`config.mk`:
```
export PLATFORM = sky130hd
export DESIGN_NAME = effective_address_generator
export DESIGN_NICKNAME = d
export VERILOG_FILES = /design/src/core/eag_pkg.sv /design/src/core/ea_adder.sv /design/src/core/effective_address_generator.sv
export VERILOG_INCLUDE_DIRS = /design/src /design/src/core
export SDC_FILE = /design/constraint.sdc
export NUM_CORES = 1
export LEC_CHECK = 0
export BUFFER_PORTS_ARGS = -buffer_cell sky130_fd_sc_hd__buf_2
export CELL_PAD_IN_SITES_DETAIL_PLACEMENT = 1
export CELL_PAD_IN_SITES_GLOBAL_PLACEMENT = 2
export CORE_ASPECT_RATIO = 1.5
export CORE_UTILIZATION = 35
export CTS_CLUSTER_DIAMETER = 150
export DETAILED_ROUTE_END_ITERATION = 8
export PLACE_DENSITY_LB_ADDON = 0.1
export SLEW_MARGIN = 5
export SYNTH_ARGS = -nofsm -noshare
export SYNTH_HDL_FRONTEND = slang
export SYNTH_SLANG_ARGS = --single-unit
```
`constraint.sdc`:
```
create_clock -name ref_clk_in -period 4.95 [get_ports ref_clk_in]
set_input_delay 0.2475 -clock ref_clk_in [delete_from_list [all_inputs] [get_ports ref_clk_in]]
set_output_delay 0.2475 -clock ref_clk_in [all_outputs]
set_load 0.05 [all_outputs]
```
`src/core/eag_regs.svh`:
```
// Constants of the effective address generator: page bytes, field positions, reset values.
// Assumes an 8-bit data path and a 16-bit address space.
`ifndef EAG_REGS_SVH
`define EAG_REGS_SVH

`define EAG_ZERO_PAGE_HI    8'h00
`define EAG_SPECIAL_PAGE_HI 8'hff
`define EAG_BITNUM_MSB      7
`define EAG_BITNUM_LSB      5
`define EAG_ADDR_RST        16'h0000
`define EAG_DATA_RST        8'h00
`define EAG_ONE_BIT_MASK    8'h01
`define EAG_PTR_STEP16      16'h0001
`define EAG_PTR_STEP8       8'h01

`endif

```
`src/core/eag_pkg.sv`:
```
// Types of the effective address generator: addressing modes and sequencer states.
// Assumes the instruction decoder outside maps each opcode to one mode_t.
package eag_pkg;

  typedef enum logic [3:0] {
    MODE_ABS_Y,
    MODE_IMPLIED,
    MODE_REL,
    MODE_IND_X,
    MODE_IND_Y,
    MODE_IND_ABS,
    MODE_ZP_IND,
    MODE_SPECIAL,
    MODE_ZP_BIT,
    MODE_ACC_BIT,
    MODE_ACC_BIT_REL,
    MODE_ZP_BIT_REL
  } mode_t;

  typedef enum logic [2:0] {
    ST_IDLE,
    ST_RD_LO,
    ST_WT_LO,
    ST_RD_HI,
    ST_WT_HI,
    ST_FIN
  } state_t;

endpackage : eag_pkg

```
`src/core/ea_adder.sv`:
```
// Address adder: 16-bit base plus an 8-bit offset, unsigned or sign-extended.
// Assumes purely combinational use inside the address generator.
`timescale 1ns/1ps
`default_nettype none

module ea_adder #(
  parameter int ADDR_W = 16,
  parameter int DATA_W = 8
) (
  input  wire logic [ADDR_W-1:0] base_in,
  input  wire logic [DATA_W-1:0] offset_in,
  input  wire logic              signed_in,
  output logic      [ADDR_W-1:0] sum_out
);

  wire logic [ADDR_W-1:0] ext_w;

  // Carry runs into the high byte; sign fill only for branch displacements
  assign ext_w   = {{(ADDR_W-DATA_W){signed_in & offset_in[DATA_W-1]}}, offset_in};
  assign sum_out = base_in + ext_w;

endmodule : ea_adder

`default_nettype wire

```
`src/core/effective_address_generator.sv`:
```
// Effective address generator: forms data addresses, jump and branch targets per mode.
// Assumes memory answers a read strobe with mem_rdata_in valid in the following cycle.
//
// Function
// [RULE1] Absolute-Y: base from operand bytes, low then high, plus Y.
// [RULE2] Implied mode has no address operand; opcode alone fixes the target.
// [RULE3] Taken relative branch adds operand to program counter for next fetch.
// [RULE4] Untaken relative or bit branch continues with the following instruction.
// [RULE5] Pre-indexed: operand plus X modulo 256 as zero-page pointer.
// [RULE6] Pre-indexed: low byte at pointer, high byte at next zero-page location.
// [RULE7] Post-indexed: zero-page pointer pair read, then Y added.
// [RULE8] Indirect jump: operand pointer, low there, high at following address.
// [RULE9] Software never places an indirect jump pointer at a page end.
// [RULE10] Zero-page indirect jump/call: low at operand, high at next zero-page byte.
// [RULE11] Special page: operand low byte, FF hex high byte.
// [RULE12] Zero-page bit ops address operand in page zero; bit from opcode 7:5.
// [RULE13] Accumulator bit ops change only the opcode-selected bit.
// [RULE14] Accumulator bit branch tests selected bit, adds operand when met.
// [RULE15] Zero-page bit branch tests first-operand byte, adds second operand.
// [RULE16] First byte is opcode; following bytes are address operands.
// [RULE17] Displacements signed, relative to next instruction; index sums carry.
`timescale 1ns/1ps
`default_nettype none
`include "eag_regs.svh"

module effective_address_generator #(
  parameter int ADDR_W = 16,
  parameter int DATA_W = 8
) (
  input  wire logic                ref_clk_in,
  input  wire logic                resetn_in,
  input  wire logic                start_in,
  input  wire eag_pkg::mode_t      mode_in,
  input  wire logic [DATA_W-1:0]   opcode_in,
  input  wire logic [DATA_W-1:0]   operand1_in,
  input  wire logic [DATA_W-1:0]   operand2_in,
  input  wire logic [DATA_W-1:0]   x_in,
  input  wire logic [DATA_W-1:0]   y_in,
  input  wire logic [DATA_W-1:0]   acc_in,
  input  wire logic [ADDR_W-1:0]   pc_next_in,
  input  wire logic                cond_in,
  input  wire logic                bit_set_instr_in,
  input  wire logic                branch_if_bit_one_in,
  input  wire logic [DATA_W-1:0]   mem_rdata_in,
  output logic                     busy_out,
  output logic                     mem_rd_out,
  output logic      [ADDR_W-1:0]   mem_addr_out,
  output logic                     done_out,
  output logic      [ADDR_W-1:0]   data_addr_out,
  output logic                     data_addr_valid_out,
  output logic      [ADDR_W-1:0]   next_pc_out,
  output logic                     branch_taken_out,
  output logic                     implied_out,
  output logic      [DATA_W-1:0]   acc_out,
  output logic      [DATA_W-1:0]   bit_mask_out
);

  if (ADDR_W != 16 || DATA_W != 8) begin : g_bad_width
    $error("effective_address_generator serves only 16-bit addresses and 8-bit data");
  end

  // ----------------------------------------------------------------
  // Captured instruction
  // ----------------------------------------------------------------
  eag_pkg::state_t    state_q, state_d;
  eag_pkg::mode_t     mode_q;
  logic [DATA_W-1:0]  opc_q, op1_q, op2_q, y_q, acc_q, lo_q, hi_q;
  logic [ADDR_W-1:0]  pc_q, ptr_q;
  logic               cond_q, set_q, one_q;
  logic               busy_q, mem_rd_q, done_q, valid_q, taken_q, implied_q;
  logic [ADDR_W-1:0]  mem_addr_q, data_addr_q, next_pc_q;
  logic [DATA_W-1:0]  acc_res_q, mask_q;

  wire logic              start_take_w;
  wire logic              need_rd_w;
  wire logic              single_rd_w;
  wire logic [DATA_W-1:0] zp_index_w;
  wire logic [ADDR_W-1:0] ptr_start_w;
  wire logic [ADDR_W-1:0] ptr_hi_w;

  assign start_take_w = start_in && (state_q == eag_pkg::ST_IDLE);
  assign need_rd_w    = mode_in inside {eag_pkg::MODE_IND_X, eag_pkg::MODE_IND_Y, eag_pkg::MODE_IND_ABS,
                                        eag_pkg::MODE_ZP_IND, eag_pkg::MODE_ZP_BIT_REL};
  assign single_rd_w  = (mode_q == eag_pkg::MODE_ZP_BIT_REL);
  // Carry dropped so the pointer never leaves page zero
  assign zp_index_w   = 8'(operand1_in + x_in);  // [RULE5]
  assign ptr_start_w  = (mode_in == eag_pkg::MODE_IND_X)   ? {`EAG_ZERO_PAGE_HI, zp_index_w} :  // [RULE5]
                        (mode_in == eag_pkg::MODE_IND_ABS) ? {operand2_in, operand1_in} :       // [RULE8]
                        {`EAG_ZERO_PAGE_HI, operand1_in};                             // [RULE7] [RULE10] [RULE15]
  // Page-end pointers of an indirect jump are left to software; full 16-bit step here
  assign ptr_hi_w     = (mode_q == eag_pkg::MODE_IND_ABS) ? ptr_q + `EAG_PTR_STEP16 :  // [RULE8] [RULE9]
                        {`EAG_ZERO_PAGE_HI, 8'(ptr_q[7:0] + `EAG_PTR_STEP8)};          // [RULE6] [RULE10]

  // ----------------------------------------------------------------
  // Sequencer
  // ----------------------------------------------------------------
  always_comb begin
    state_d = state_q;
    unique case (state_q)
      eag_pkg::ST_IDLE:  if (start_in) state_d = need_rd_w ? eag_pkg::ST_RD_LO : eag_pkg::ST_FIN;
      eag_pkg::ST_RD_LO: state_d = eag_pkg::ST_WT_LO;
      eag_pkg::ST_WT_LO: state_d = single_rd_w ? eag_pkg::ST_FIN : eag_pkg::ST_RD_HI;
      eag_pkg::ST_RD_HI: state_d = eag_pkg::ST_WT_HI;
      eag_pkg::ST_WT_HI: state_d = eag_pkg::ST_FIN;
      eag_pkg::ST_FIN:   state_d = eag_pkg::ST_IDLE;
    endcase
  end

  wire logic              mem_rd_d;
  wire logic [ADDR_W-1:0] mem_addr_d;

  assign mem_rd_d   = (state_d == eag_pkg::ST_RD_LO) || (state_d == eag_pkg::ST_RD_HI);
  assign mem_addr_d = (state_d == eag_pkg::ST_RD_LO) ? ptr_start_w :
                      (state_d == eag_pkg::ST_RD_HI) ? ptr_hi_w : mem_addr_q;

  always_ff @(posedge ref_clk_in or negedge resetn_in) begin
    if (!resetn_in) begin
      state_q    <= eag_pkg::ST_IDLE;
      busy_q     <= 1'b0;
      mem_rd_q   <= 1'b0;
      mem_addr_q <= `EAG_ADDR_RST;
      lo_q       <= `EAG_DATA_RST;
      hi_q       <= `EAG_DATA_RST;
    end else begin
      state_q    <= state_d;
      busy_q     <= (state_d != eag_pkg::ST_IDLE);
      mem_rd_q   <= mem_rd_d;
      mem_addr_q <= mem_addr_d;
      if (state_q == eag_pkg::ST_WT_LO) lo_q <= mem_rdata_in;  // [RULE6] [RULE7] [RULE15]
      if (state_q == eag_pkg::ST_WT_HI) hi_q <= mem_rdata_in;  // [RULE6] [RULE8] [RULE10]
    end
  end

  always_ff @(posedge ref_clk_in or negedge resetn_in) begin
    if (!resetn_in) begin
      mode_q <= eag_pkg::MODE_IMPLIED;
      opc_q  <= `EAG_DATA_RST;
      op1_q  <= `EAG_DATA_RST;
      op2_q  <= `EAG_DATA_RST;
      y_q    <= `EAG_DATA_RST;
      acc_q  <= `EAG_DATA_RST;
      pc_q   <= `EAG_ADDR_RST;
      ptr_q  <= `EAG_ADDR_RST;
      cond_q <= 1'b0;
      set_q  <= 1'b0;
      one_q  <= 1'b0;
    end else if (start_take_w) begin
      mode_q <= mode_in;
      opc_q  <= opcode_in;    // [RULE16]
      op1_q  <= operand1_in;  // [RULE16]
      op2_q  <= operand2_in;  // [RULE16]
      y_q    <= y_in;
      acc_q  <= acc_in;
      pc_q   <= pc_next_in;
      ptr_q  <= ptr_start_w;
      cond_q <= cond_in;
      set_q  <= bit_set_instr_in;
      one_q  <= branch_if_bit_one_in;
    end
  end

  // ----------------------------------------------------------------
  // Address and target formation
  // ----------------------------------------------------------------
  wire logic [2:0]        bit_idx_w;
  wire logic [DATA_W-1:0] mask_w;
  wire logic [ADDR_W-1:0] idx_base_w, idx_sum_w, br_sum_w, ptr_data_w;
  wire logic [DATA_W-1:0] br_disp_w, acc_mod_w;
  wire logic              bit_val_w, taken_w, is_bit_w, valid_w;
  wire logic [ADDR_W-1:0] next_pc_w, data_addr_w;

  assign bit_idx_w  = opc_q[`EAG_BITNUM_MSB:`EAG_BITNUM_LSB];  // [RULE12] [RULE13] [RULE14]
  assign mask_w     = `EAG_ONE_BIT_MASK << bit_idx_w;
  assign ptr_data_w = {hi_q, lo_q};
  assign idx_base_w = (mode_q == eag_pkg::MODE_IND_Y) ? ptr_data_w : {op2_q, op1_q};  // [RULE1] [RULE7]
  assign br_disp_w  = (mode_q == eag_pkg::MODE_ZP_BIT_REL) ? op2_q : op1_q;           // [RULE15]

  ea_adder #(.ADDR_W(ADDR_W), .DATA_W(DATA_W)) u_idx_add (
    .base_in   (idx_base_w),
    .offset_in (y_q),
    .signed_in (1'b0),
    .sum_out   (idx_sum_w)
  );  // [RULE17]

  ea_adder #(.ADDR_W(ADDR_W), .DATA_W(DATA_W)) u_br_add (
    .base_in   (pc_q),
    .offset_in (br_disp_w),
    .signed_in (1'b1),
    .sum_out   (br_sum_w)
  );  // [RULE17]

  assign bit_val_w = (mode_q == eag_pkg::MODE_ZP_BIT_REL) ? lo_q[bit_idx_w] : acc_q[bit_idx_w];
  assign taken_w   = (mode_q == eag_pkg::MODE_REL) ? cond_q :                       // [RULE3]
                     (mode_q inside {eag_pkg::MODE_ACC_BIT_REL, eag_pkg::MODE_ZP_BIT_REL}) ?
                     (bit_val_w == one_q) : 1'b0;                                   // [RULE14] [RULE15]
  assign next_pc_w = taken_w ? br_sum_w :                                           // [RULE3]
                     (mode_q inside {eag_pkg::MODE_IND_ABS, eag_pkg::MODE_ZP_IND}) ? ptr_data_w :  // [RULE8]
                     (mode_q == eag_pkg::MODE_SPECIAL) ? {`EAG_SPECIAL_PAGE_HI, op1_q} :           // [RULE11]
                     pc_q;                                                          // [RULE4]
  assign data_addr_w = (mode_q inside {eag_pkg::MODE_ABS_Y, eag_pkg::MODE_IND_Y}) ? idx_sum_w :   // [RULE1]
                       (mode_q == eag_pkg::MODE_IND_X) ? ptr_data_w :                              // [RULE6]
                       (mode_q == eag_pkg::MODE_ZP_BIT) ? {`EAG_ZERO_PAGE_HI, op1_q} :             // [RULE12]
                       `EAG_ADDR_RST;
  assign valid_w   = mode_q inside {eag_pkg::MODE_ABS_Y, eag_pkg::MODE_IND_Y, eag_pkg::MODE_IND_X,
                                    eag_pkg::MODE_ZP_BIT};
  assign is_bit_w  = mode_q inside {eag_pkg::MODE_ZP_BIT, eag_pkg::MODE_ACC_BIT,
                                    eag_pkg::MODE_ACC_BIT_REL, eag_pkg::MODE_ZP_BIT_REL};
  assign acc_mod_w = (mode_q != eag_pkg::MODE_ACC_BIT) ? acc_q :
                     set_q ? (acc_q | mask_w) : (acc_q & ~mask_w);  // [RULE13]

  always_ff @(posedge ref_clk_in or negedge resetn_in) begin
    if (!resetn_in) begin
      done_q      <= 1'b0;
      valid_q     <= 1'b0;
      taken_q     <= 1'b0;
      implied_q   <= 1'b0;
      data_addr_q <= `EAG_ADDR_RST;
      next_pc_q   <= `EAG_ADDR_RST;
      acc_res_q   <= `EAG_DATA_RST;
      mask_q      <= `EAG_DATA_RST;
    end else begin
      done_q <= (state_q == eag_pkg::ST_FIN);
      if (state_q == eag_pkg::ST_FIN) begin
        valid_q     <= valid_w;
        taken_q     <= taken_w;
        implied_q   <= (mode_q == eag_pkg::MODE_IMPLIED);  // [RULE2]
        data_addr_q <= data_addr_w;
        next_pc_q   <= next_pc_w;
        acc_res_q   <= acc_mod_w;
        mask_q      <= is_bit_w ? mask_w : `EAG_DATA_RST;
      end
    end
  end

  assign busy_out            = busy_q;
  assign mem_rd_out          = mem_rd_q;
  assign mem_addr_out        = mem_addr_q;
  assign done_out            = done_q;
  assign data_addr_out       = data_addr_q;
  assign data_addr_valid_out = valid_q;
  assign next_pc_out         = next_pc_q;
  assign branch_taken_out    = taken_q;
  assign implied_out         = implied_q;
  assign acc_out             = acc_res_q;
  assign bit_mask_out        = mask_q;

  wire logic [ADDR_W-1:0] absy_ref_w = 16'({op2_q, op1_q} + {8'h00, y_q});
  wire logic [ADDR_W-1:0] indy_ref_w = 16'(ptr_data_w + {8'h00, y_q});
  wire logic [ADDR_W-1:0] rel_ref_w  = 16'(pc_q + {{8{op1_q[7]}}, op1_q});
endmodule : effective_address_generator

`default_nettype wire

```
==> qor.yml, run 1 <==
outcome:
  status: "finished clean"
clock_tree:
  cts_sinks: 163
  path_clk_slew_ns: 0.06
  clk_path_buf_depth: 2
  cts_tree: "yes"
  cts-buffers-inserted: 17
  worstSkewPairLatency_ns: 0.44
  ctsResizeCount: 0
  cts_max_level: 4
  cts-root-buf: "clkbuf_16"
setup_path:
  regToRegEndpoint: "data_addr_out[8]"
  required_ns: 5.27
  r2r_start: "mode_q[1]"
  startpoint_type: "flop"
  critPathLaunch: "mode_q[1]"
  critical_path_class: "reg2reg"
  r2r_cells: 11
  worstPathArrival_ns: 4.31
  crit_path_max_fanout: 23
  worst_setup_path_end_kind: "flop"
  regToRegSetupSlack_ns: 0.97
power_and_ir_drop:
  seqPwrFrac_pct: 31.2
  power_mw: 8.30
  pwr-share-clk_pct: 19.0
  power.switching_mw: 3.92
  vdd_drop_max_uv: 284
  p_int_mw: 4.38
  combPwrFrac_pct: 49.8
  power.static_leakage_nw: 5.53
  swShare_pct: 47.3
  power_density_nw_per_um2: 732
detailed_routing:
  ant_nets: 0
  drc: 0
  dr.pass1.iters: 4
  drt_iter0_drc: 311
  via_per_inst: 5.32
  wl_per_cell_um: 19.8
  vias: 8295
  wl_mm: 30.8
synth:
  synth_compound_area_share_pct: 14.7
  synthMuxAreaShare_pct: 8.43
  synth_enable_flop_cells: 0
  synth-xor-area-share_pct: 3.66
  yosys.area_share.adder_pct: 5.21
  synth_simple_gate_area_share_pct: 21.4
  syn_inst: 1059
  ys_warn_count: 0
  ys_ff_latch: 163
  syn_nets: 1178
  synth_area_per_cell_um2: 8.80
  ys_seq_area_share_pct: 43.8
  netlist_area_um2: 9320
  ys_types: 61
  synth_top_family_by_area: "simple AND/OR/NAND/NOR gates"
  synthArstFlopShare_pct: 100
  ys.flop_type: "dfrtp_1"
run:
  cap_viol_max_count: 0
sta:
  rsz0062_at_grt: "no"
  maxSlewViolCount: 0
  period_needed_ns: 3.98
  tightest_slew_ns: 1.11
  finClkSkew_ns: 0.00639
  tns_ns: 0
  post-route-period-util_pct: 80.5
  slew-limit-headroom_pct: 25.9
  setup_viol: 0
  fmax_mhz: 251
  hold_viol: 0
worst_hold_path:
  min_from: "y_in[0]"
  hold_class: "in2reg"
  min_to: "y_q[0]"
  whs_path_depth: 3
die:
  die_h_um: 202
  die_area_um2: 27300
  boundaryPins: 152
  dieWidth_um: 135
  core_area_um2: 25900
  rows: 72
  start_util_pct: 35.9
cells_and_area:
  finish.net_count: 1333
  drive_gt1_share_pct: 19.3
  antenna_cells: 0
  syn2layout_area_growth_pct: 21.7
grt:
  grt_pass1_wl_mm: 48.6
  gr-total-overflow: 0
  grt_pass1_vias: 8576
  grt_max_degree: 91
  antenna_found_initial: 0
  grt_util_all_layers_pct: 23.7
place:
  dpl.hpwl_mm: 23.2
  io_buffer_count: 146
  gp_congestion: 0.832
==> routing by layer <==
metal	global-route usage [%]	share of wire [%]
met1	27.6	41
met2	43.0	53
met3	2.93	2.4
met4	9.79	3.1
met5	0	0
==> cell families after synthesis <==
group / after synthesis
AOI/OAI and AO/OA: 224
buffers and inverters: 63
and+or+nand+nor: 465
DFF: 163
xor gates and xnor gates: 39
muxes: 68
adders and majority gates: 37
==> cells in the final DEF, fill, tap and decap left out, types with 12 or more instances in the layout <==
cell / synthesis / final
a21oi_1: 59 / 59
a221oi_1: 12 / 12
buf_2: 2 / 145
buf_4: 1 / 12
clkbuf_16: 0 / 17
dfrtp_1: 162 / 162
dlygate4sd3_1: 0 / 26
ha_1: 34 / 34
inv_1: 12 / 12
mux2_2: 34 / 34
mux2i_1: 29 / 29
nand2_1: 289 / 288
nand3_1: 29 / 29
nor2_1: 74 / 74
nor3_1: 17 / 16
o21ai_0: 58 / 58
o21ai_1: 15 / 15
o22ai_1: 12 / 12
xnor2_1: 20 / 20
xor2_1: 19 / 19
==> cell usage after synthesis, types with 4 or more instances <==
master    number  area, um2
and3_1         8       50.1
a21oi_1       59        295
o21ai_1       15       75.1
clkbuf_1      42        158
ha_1          34        425
nor3b_1        4       30.0
nor2b_1        6       37.5
nor3_1        17       85.1
mux2i_1       29        290
nand2_1      289       1080
a211oi_1       4       30.0
o31ai_1        9       67.6
a21o_1        11       82.6
xor2_1        19        166
a22oi_1       11       82.6
a31oi_1        6       37.5
o22ai_1       12       75.1
xnor2_1       20        175
nand3_1       29        145
inv_1         12       45.0
and2_1         6       37.5
mux2_2        34        383
o21a_1         4       30.0
or3_1          6       37.5
dfrtp_1      162       4050
nand2b_1      11       68.8
a221oi_1      12        105
nor2_1        74        278
o21ai_0       58        290
mux4_2         5        113
==> critical path, stage by stage (launching register included) <==
cell,delay [ns]
dfrtp_1,0.54
nor4b_4,0.34
buf_4,0.35
mux2_2,0.41
fa_1,0.44
a21o_1,0.18
a21oi_1,0.23
o21ai_0,0.22
o31ai_1,0.64
xor2_1,0.14
a221oi_1,0.31
nor2_1,0.07
==> state kept, by name (all words and copies together) (netlist names), 4 cells and up <==
name           count
lo_q               8
data_addr_out     16
acc_out            8
op2_q              8
mode_q             4
mem_addr_out      16
next_pc_out       16
y_q                8
bit_mask_out       8
ptr_q             16
hi_q               8
acc_q              8
pc_q              16
op1_q              8
==> per-stage QoR <==
stage               utilization [%]  setup slack (ns)  cells  hold WS (ns)  area (um2)
floorplan                         -             0.937   1059       -0.0481        9320
global placement               40.1              1.03   1502         0.317       10400
detailed placement             40.1             0.949   1502         0.320       10400
CTS                            43.7             0.936   1559       0.00407       11300
global route                   43.7             0.689   1559       0.00476       11300
finish                         43.7             0.966   1559        0.0178       11300
==> cell type report <==
class | instances | area [um2]
fillers | 3066 | 14600
multi-input cells | 833 | 5000
flip-flops and latches | 163 | 4080
repair buffers | 185 | 1110
clock buffers | 21 | 460
well taps | 333 | 417
clock inverters | 10 | 228
inverters | 14 | 52.6
==> worst max-delay path by stage <==
stage	slack, ns	end	cells past startpoint
final	0.97	data_addr_out[8]	11
after global routing	0.69	data_addr_out[14]	11
after CTS	0.94	data_addr_out[8]	11
after detailed placement	0.95	data_addr_out[8]	11
after global placement	1.03	data_addr_out[8]	11
after floorplan	0.94	data_addr_out[8]	13
==> power by group through the flow <==
| stage | Clock [mW] | Sequential [mW] | Combinational (mW) |
|---|---|---|---|
| floorplan | 0 | 3.00 | 2.48 |
| global route | 1.65 | 2.67 | 4.57 |
| CTS | 1.61 | 2.59 | 4.19 |
| finish | 1.57 | 2.59 | 4.14 |
| global placement | 0 | 2.61 | 4.07 |
| detailed placement | 0 | 2.61 | 4.15 |
==> repair_timing <==
action | in CTS | in global routing
endpoints found under the hold margin | 97 | 0
hold buffers | 26 | 0
setup buffers | 0 | 0
(Power assumes the default switching activity.)
==> inputs of run 2 (changes only) <==
==> constraint.sdc (replaced) <==
create_clock -name ref_clk_in -period 3.9 [get_ports ref_clk_in]
set_input_delay 0.195 -clock ref_clk_in [delete_from_list [all_inputs] [get_ports ref_clk_in]]
set_output_delay 0.195 -clock ref_clk_in [all_outputs]
set_load 0.05 [all_outputs]
==> run 2 against run 1 <==
Die area did not move. Cell area rose by 2.6%. Combinational power rose by 30%. Sequential power rose by 25%. Setup slack got worse by 0.61 ns. Total power rose by 28%. Worst hold slack improved by 0.0081 ns. Critical path depth rose by 2. Global-route usage rose by 0.26 points. Clock skew rose by 0.0045 ns. Register-to-register slack got worse by 0.61 ns. Final cell count rose by 2.1%.
==> qor.yml, run 2 (synthesis results as in run 1) <==
setup_path:
  cpMostUsedCell: "buf_4"
  crit_buf_inv: 2  # +1
  worstPathCellList: "buf_4 -> nor4b_4 -> mux2_2 -> ha_1 -> fa_1 -> a21o_1 -> a21oi_1 -> o21ai_0 -> o31ai_1 -> buf_4 -> xor2_1 -> a221oi_1 -> nor2_1"
  startpoint_type: "flop"
  required_ns: 4.22  # -1.05 ns
  worstPathArrival_ns: 3.86  # -0.45 ns
  max_stage_delay_ns: 0.42  # -0.22 ns
  regToRegSetupSlack_ns: 0.36  # -0.61 ns
  critical_path_class: "reg2reg"
  worst_setup_path_end_kind: "flop"
  cpLargestDelayFamily: "compound AO/OA/AOI/OAI gates"
  slowest_stage: "fa_1"
  crit_path_max_fanout: 12  # -48%
detailed_routing:
  drc: 0  # unchanged
  wl_mm: 31.0  # +0.69%
  drt_iter0_drc: 314  # +0.96%
  dr.pass1.iters: 4  # unchanged
  vias: 8368  # +0.88%
  wl_per_cell_um: 19.5  # -1.4%
  ant_nets: 0  # unchanged
  via_per_inst: 5.26  # -1.2%
power_and_ir_drop:
  seqPwrFrac_pct: 30.6  # -0.6 points
  power.static_leakage_nw: 5.67  # +2.5%
  pwr-share-clk_pct: 18.5  # -0.5 points
  power_density_nw_per_um2: 911  # +24%
  power.switching_mw: 4.99  # +27%
  swShare_pct: 47.1  # -0.18 points
  vdd_drop_max_uv: 389  # +37%
  p_int_mw: 5.61  # +28%
  combPwrFrac_pct: 50.9  # +1.1 points
clock_tree:
  post-cts-setup-buffer-count: 0  # unchanged
  path_clk_slew_ns: 0.06  # about the same
  hold_buffers: 48  # +85%
  clk_path_buf_depth: 2  # unchanged
  cts-buffers-inserted: 17  # unchanged
  cts_max_level: 4  # unchanged
  cts_sinks: 163  # unchanged
  ctsResizeCount: 0  # unchanged
  cts_tree: "yes"
  worstSkewPairLatency_ns: 0.44  # about the same
  cts-root-buf: "clkbuf_16"
sta:
  post-route-period-util_pct: 90.9  # +10 points
  rsz0062_at_grt: "no"
  hold_viol: 0  # unchanged
  fmax_mhz: 282  # +12%
  finClkSkew_ns: 0.0109  # +0.00449 ns
  setup_viol: 0  # unchanged
  tns_ns: 0  # unchanged
  slew-limit-headroom_pct: 29.3  # +3.3 points
  tightest_slew_ns: 1.06  # -0.0558 ns
  maxSlewViolCount: 0  # unchanged
  period_needed_ns: 3.54  # -0.439 ns
grt:
  grt_pass1_vias: 8865  # +3.4%
  grt_pass1_wl_mm: 49.3  # +1.3%
  antenna_found_initial: 0  # unchanged
  grt_max_degree: 90  # -1.1%
  grt_util_all_layers_pct: 23.9  # +0.26 points
  gr-total-overflow: 0  # unchanged
run:
  cap_viol_max_count: 0  # unchanged
place:
  dpl.hpwl_mm: 23.4  # +0.73%
  gp_congestion: 0.848  # +2.0%
  io_buffer_count: 146  # unchanged
die:
  die_h_um: 202  # unchanged
  die_area_um2: 27300  # unchanged
  boundaryPins: 152  # unchanged
  core_area_um2: 25900  # unchanged
  start_util_pct: 35.9  # unchanged
  rows: 72  # unchanged
  dieWidth_um: 135  # unchanged
cells_and_area:
  post-route-util_pct: 44.9  # +1.1 points
  drive_gt1_share_pct: 19.7  # +0.37 points
  antenna_cells: 0  # unchanged
  fillCellCount: 3124  # +1.9%
  mostFrequentLayoutCells: "nand2_1 (288), dfrtp_1 (162), buf_2 (145)"
  syn2layout_area_growth_pct: 24.9
  final_common_cell: "nand2_1"
  finish.net_count: 1365  # +2.4%
worst_hold_path:
  hold_class: "in2reg"
outcome:
  status: "finished clean"
[run 2: metal layers]
metal  routed length, um  vias to the layer above  global-route usage [%]
li1                    -                     4054                       -
met1               12700                     4125                    27.5
met4                 886                        0                    9.63
met5                   0                        -                       0
met3                 677                       42                    2.81
met2               16700                      147                    44.3
[run 2: area by class of cell]
type | instances | area [um2] | share of cell area [%]
clock buffer | 23 | 488 | 4.19
timing repair buffer | 217 | 1400 | 12.0
sequential | 163 | 4080 | 35.0
inverter | 14 | 52.6 | 0.451
tap | 333 | 417 | 3.58
multi-input combinational | 833 | 5000 | 43.0
clock inverter | 9 | 198 | 1.70
[run 2: final timing paths]
check | cells past startpoint | end | start
worst max-delay path | 13 | data_addr_out[8] | mode_q[0]
worst min-delay path | 2 | hi_q[0] | mem_rdata_in[0]
worst max register to register | 13 | data_addr_out[8] | mode_q[0]
worst min register to register | 2 | mem_addr_out[13] | mem_addr_out[13]
max in group asynchronous | 3 | data_addr_out[6] | resetn_in
min in group asynchronous | 2 | acc_out[6] | resetn_in
[run 2: power by group through the flow]
stage               Sequential [mW]  Clock [mW]  Combinational [mW]
finish                         3.24        1.96                5.40
CTS                            3.25        2.01                5.46
global placement               3.27           0                5.28
global route                   3.34        2.07                5.94
detailed placement             3.28           0                5.39
floorplan                      3.81           0                3.14
[run 2: metrics by stage]
step           power, mW  cell area, um2  cells  setup slack, ns  hold slack (ns)
2_1_floorplan       6.96            9320   1059           0.0284           -0.101
3_3_place_gp        8.55           10500   1512            0.392            0.341
3_5_place_dp        8.67           10500   1512            0.352            0.335
4_1_cts             10.7           11600   1592            0.339          0.00410
5_1_grt             11.4           11600   1592            0.111           0.0119
6_report            10.6           11600   1592            0.355           0.0259
==> inputs of run 3 (changes only) <==
==> constraint.sdc (replaced) <==
create_clock -name ref_clk_in -period 3.9 [get_ports ref_clk_in]
set_input_delay 0 -clock ref_clk_in [delete_from_list [all_inputs] [get_ports ref_clk_in]]
set_output_delay 0 -clock ref_clk_in [all_outputs]
set_load 0.05 [all_outputs]
==> run 3 against run 2 <==
Setup slack improved by 0.030 ns. Core utilization rose by 0.50 points. Die area unchanged. Cell area grew 1.1%. Worst hold slack improved by 0.051 ns. Critical path depth is the same. Via count grew 0.99%. Sequential cell count unchanged. Clock power decreased by 9%. Combinational power hardly changed. Clock skew barely moved.
==> qor.yml, run 3 (synthesis results as in run 1) <==
sta:
  tns_ns: 0  # unchanged
  finClkSkew_ns: 0.0109  # -0.00000340 ns
  slew-limit-headroom_pct: 28.1  # -1.2 points
  setup_viol: 0  # unchanged
  hold_viol: 0  # unchanged
  maxSlewViolCount: 0  # unchanged
  post-route-period-util_pct: 90.1  # -0.76 points
  tightest_slew_ns: 1.07  # +0.0181 ns
  fmax_mhz: 284  # +0.84%
  rsz0062_at_grt: "no"
  timing.hold.ws_ns: 0.0773  # +0.0515 ns
  period_needed_ns: 3.52  # -0.0295 ns
power_and_ir_drop:
  power.static_leakage_nw: 5.71  # +0.77%
  vdd_drop_max_uv: 331  # -15%
  power_density_nw_per_um2: 885  # -2.8%
detailed_routing:
  drc: 0  # unchanged
  drt_iter0_drc: 341  # +8.6%
  wl_mm: 31.5  # +1.7%
  drt-met1-wl_mm: 12.8  # +0.39%
  vias: 8451  # +0.99%
  via_per_inst: 5.25  # -0.14%
  wl_met3_um: 899  # +33%
  dr.pass1.iters: 4  # unchanged
  wl_met2_mm: 17.1  # +2.3%
  top_layer: "met4"
  ant_nets: 0  # unchanged
  wl_per_cell_um: 19.6  # +0.57%
clock_tree:
  cts-root-buf: "clkbuf_16"
  cts_tree: "yes"
  ctsResizeCount: 0  # unchanged
  cts_max_level: 4  # unchanged
  path_clk_slew_ns: 0.06  # about the same
  worstSkewPairLatency_ns: 0.44  # about the same
  cts_sinks: 163  # unchanged
  clk_path_buf_depth: 2  # unchanged
  cts-buffers-inserted: 17  # unchanged
  post-cts-setup-buffer-count: 0  # unchanged
setup_path:
  cpMostUsedCell: "buf_4"
  required_ns: 4.21  # about the same
  worst_setup_path_end_kind: "flop"
  critical_path_class: "reg2reg"
  worstPathArrival_ns: 3.83  # -0.03 ns
  crit_path_max_fanout: 12  # unchanged
  max_stage_delay_ns: 0.41  # about the same
  worstPathCellList: "buf_4 -> nor4b_4 -> mux2_2 -> ha_1 -> fa_1 -> a21o_1 -> a21oi_1 -> o21ai_0 -> o31ai_1 -> buf_4 -> xor2_1 -> a221oi_1 -> nor2_1"
  startpoint_type: "flop"
  slowest_stage: "fa_1"
place:
  gp_congestion: 0.857  # +1.1%
  io_buffer_count: 146  # unchanged
  dpl.hpwl_mm: 23.6  # +0.87%
die:
  die_area_um2: 27300  # unchanged
  rows: 72  # unchanged
  start_util_pct: 35.9  # unchanged
  boundaryPins: 152  # unchanged
  die_h_um: 202  # unchanged
  core_area_um2: 25900  # unchanged
  dieWidth_um: 135  # unchanged
grt:
  grt_pass1_vias: 8878  # +0.15%
  grt_pass1_wl_mm: 50.4  # +2.3%
  gr-total-overflow: 0  # unchanged
  grt_max_degree: 81  # -10%
  grt_util_all_layers_pct: 24.5  # +0.58 points
  antenna_found_initial: 0  # unchanged
cells_and_area:
  antenna_cells: 0  # unchanged
  finish.net_count: 1385  # +1.5%
  final_common_cell: "nand2_1"
  drive_gt1_share_pct: 19.3  # -0.36 points
  syn2layout_area_growth_pct: 26.3
  mostFrequentLayoutCells: "nand2_1 (288), dfrtp_1 (162), buf_2 (145)"
worst_hold_path:
  hold_class: "in2reg"
outcome:
  status: "finished clean"
run:
  cap_viol_max_count: 0  # unchanged
==> run 3: path summary, 6_finish.rpt <==
| check | endpoint | slack, ns | depth (start not counted) | startpoint |
|---|---|---|---|---|
| worst min register to register | mem_addr_out[13] | 0.47 | 2 | mem_addr_out[13] |
| max in group asynchronous | next_pc_out[13] | 2.75 | 3 | resetn_in |
| min in group asynchronous | acc_out[5] | 0.18 | 2 | resetn_in |
| worst min-delay path | ptr_q[0] | 0.08 | 4 | x_in[0] |
| worst max register to register | data_addr_out[8] | 0.38 | 13 | mode_q[0] |
| worst max-delay path | data_addr_out[8] | 0.38 | 13 | mode_q[0] |
==> run 3: stage by stage <==
stage	instance area (um2)	power [mW]	instances	utilization (%)	setup slack, ns
finish	11800	10.4	1610	45.4	0.385
global route	11800	11.2	1610	45.4	0.0870
CTS	11800	10.5	1610	45.4	0.350
detailed placement	10500	8.64	1512	40.4	0.373
global placement	10500	8.55	1512	40.4	0.403
floorplan	9320	6.96	1059	-	0.0284
==> run 3: worst max-delay path, delay by kind of cell, from the launching register on <==
family                     cells  cell delay, ns
AOI/OAI and AO/OA              5            1.16
adders and majority gates      2            0.62
and+or+nand+nor                2            0.46
muxes                          1            0.38
DFF                            1            0.37
buffers and inverters          2            0.35
xor gates and xnor gates       1            0.06
==> run 3: layer usage <==
| metal | up-vias | GRT usage, % |
|---|---|---|
| met2 | 163 | 45.1 |
| met4 | 0 | 8.43 |
| met5 | - | 0 |
| met1 | 4161 | 28.5 |
| met3 | 40 | 3.51 |
| li1 | 4087 | - |
==> run 3: area by class of cell <==
class	instances	area, um2
fillers	3087	14200
multi-input cells	833	5000
flip-flops and latches	163	4080
repair buffers	237	1600
clock buffers	20	457
well taps	333	417
clock inverters	10	158
inverters	14	52.6
==> run 3: power by group <==
group          total, mW  switching (mW)  internal [mW]
Clock               1.79           0.700           1.09
Combinational       5.39            3.44           1.94
Sequential          3.24           0.838           2.40
==> run 3: repair_timing <==
item,4_1_cts,5_1_grt
endpoints found under the hold margin,177,0
endpoints found under the setup margin,0,0
hold buffers,68,0
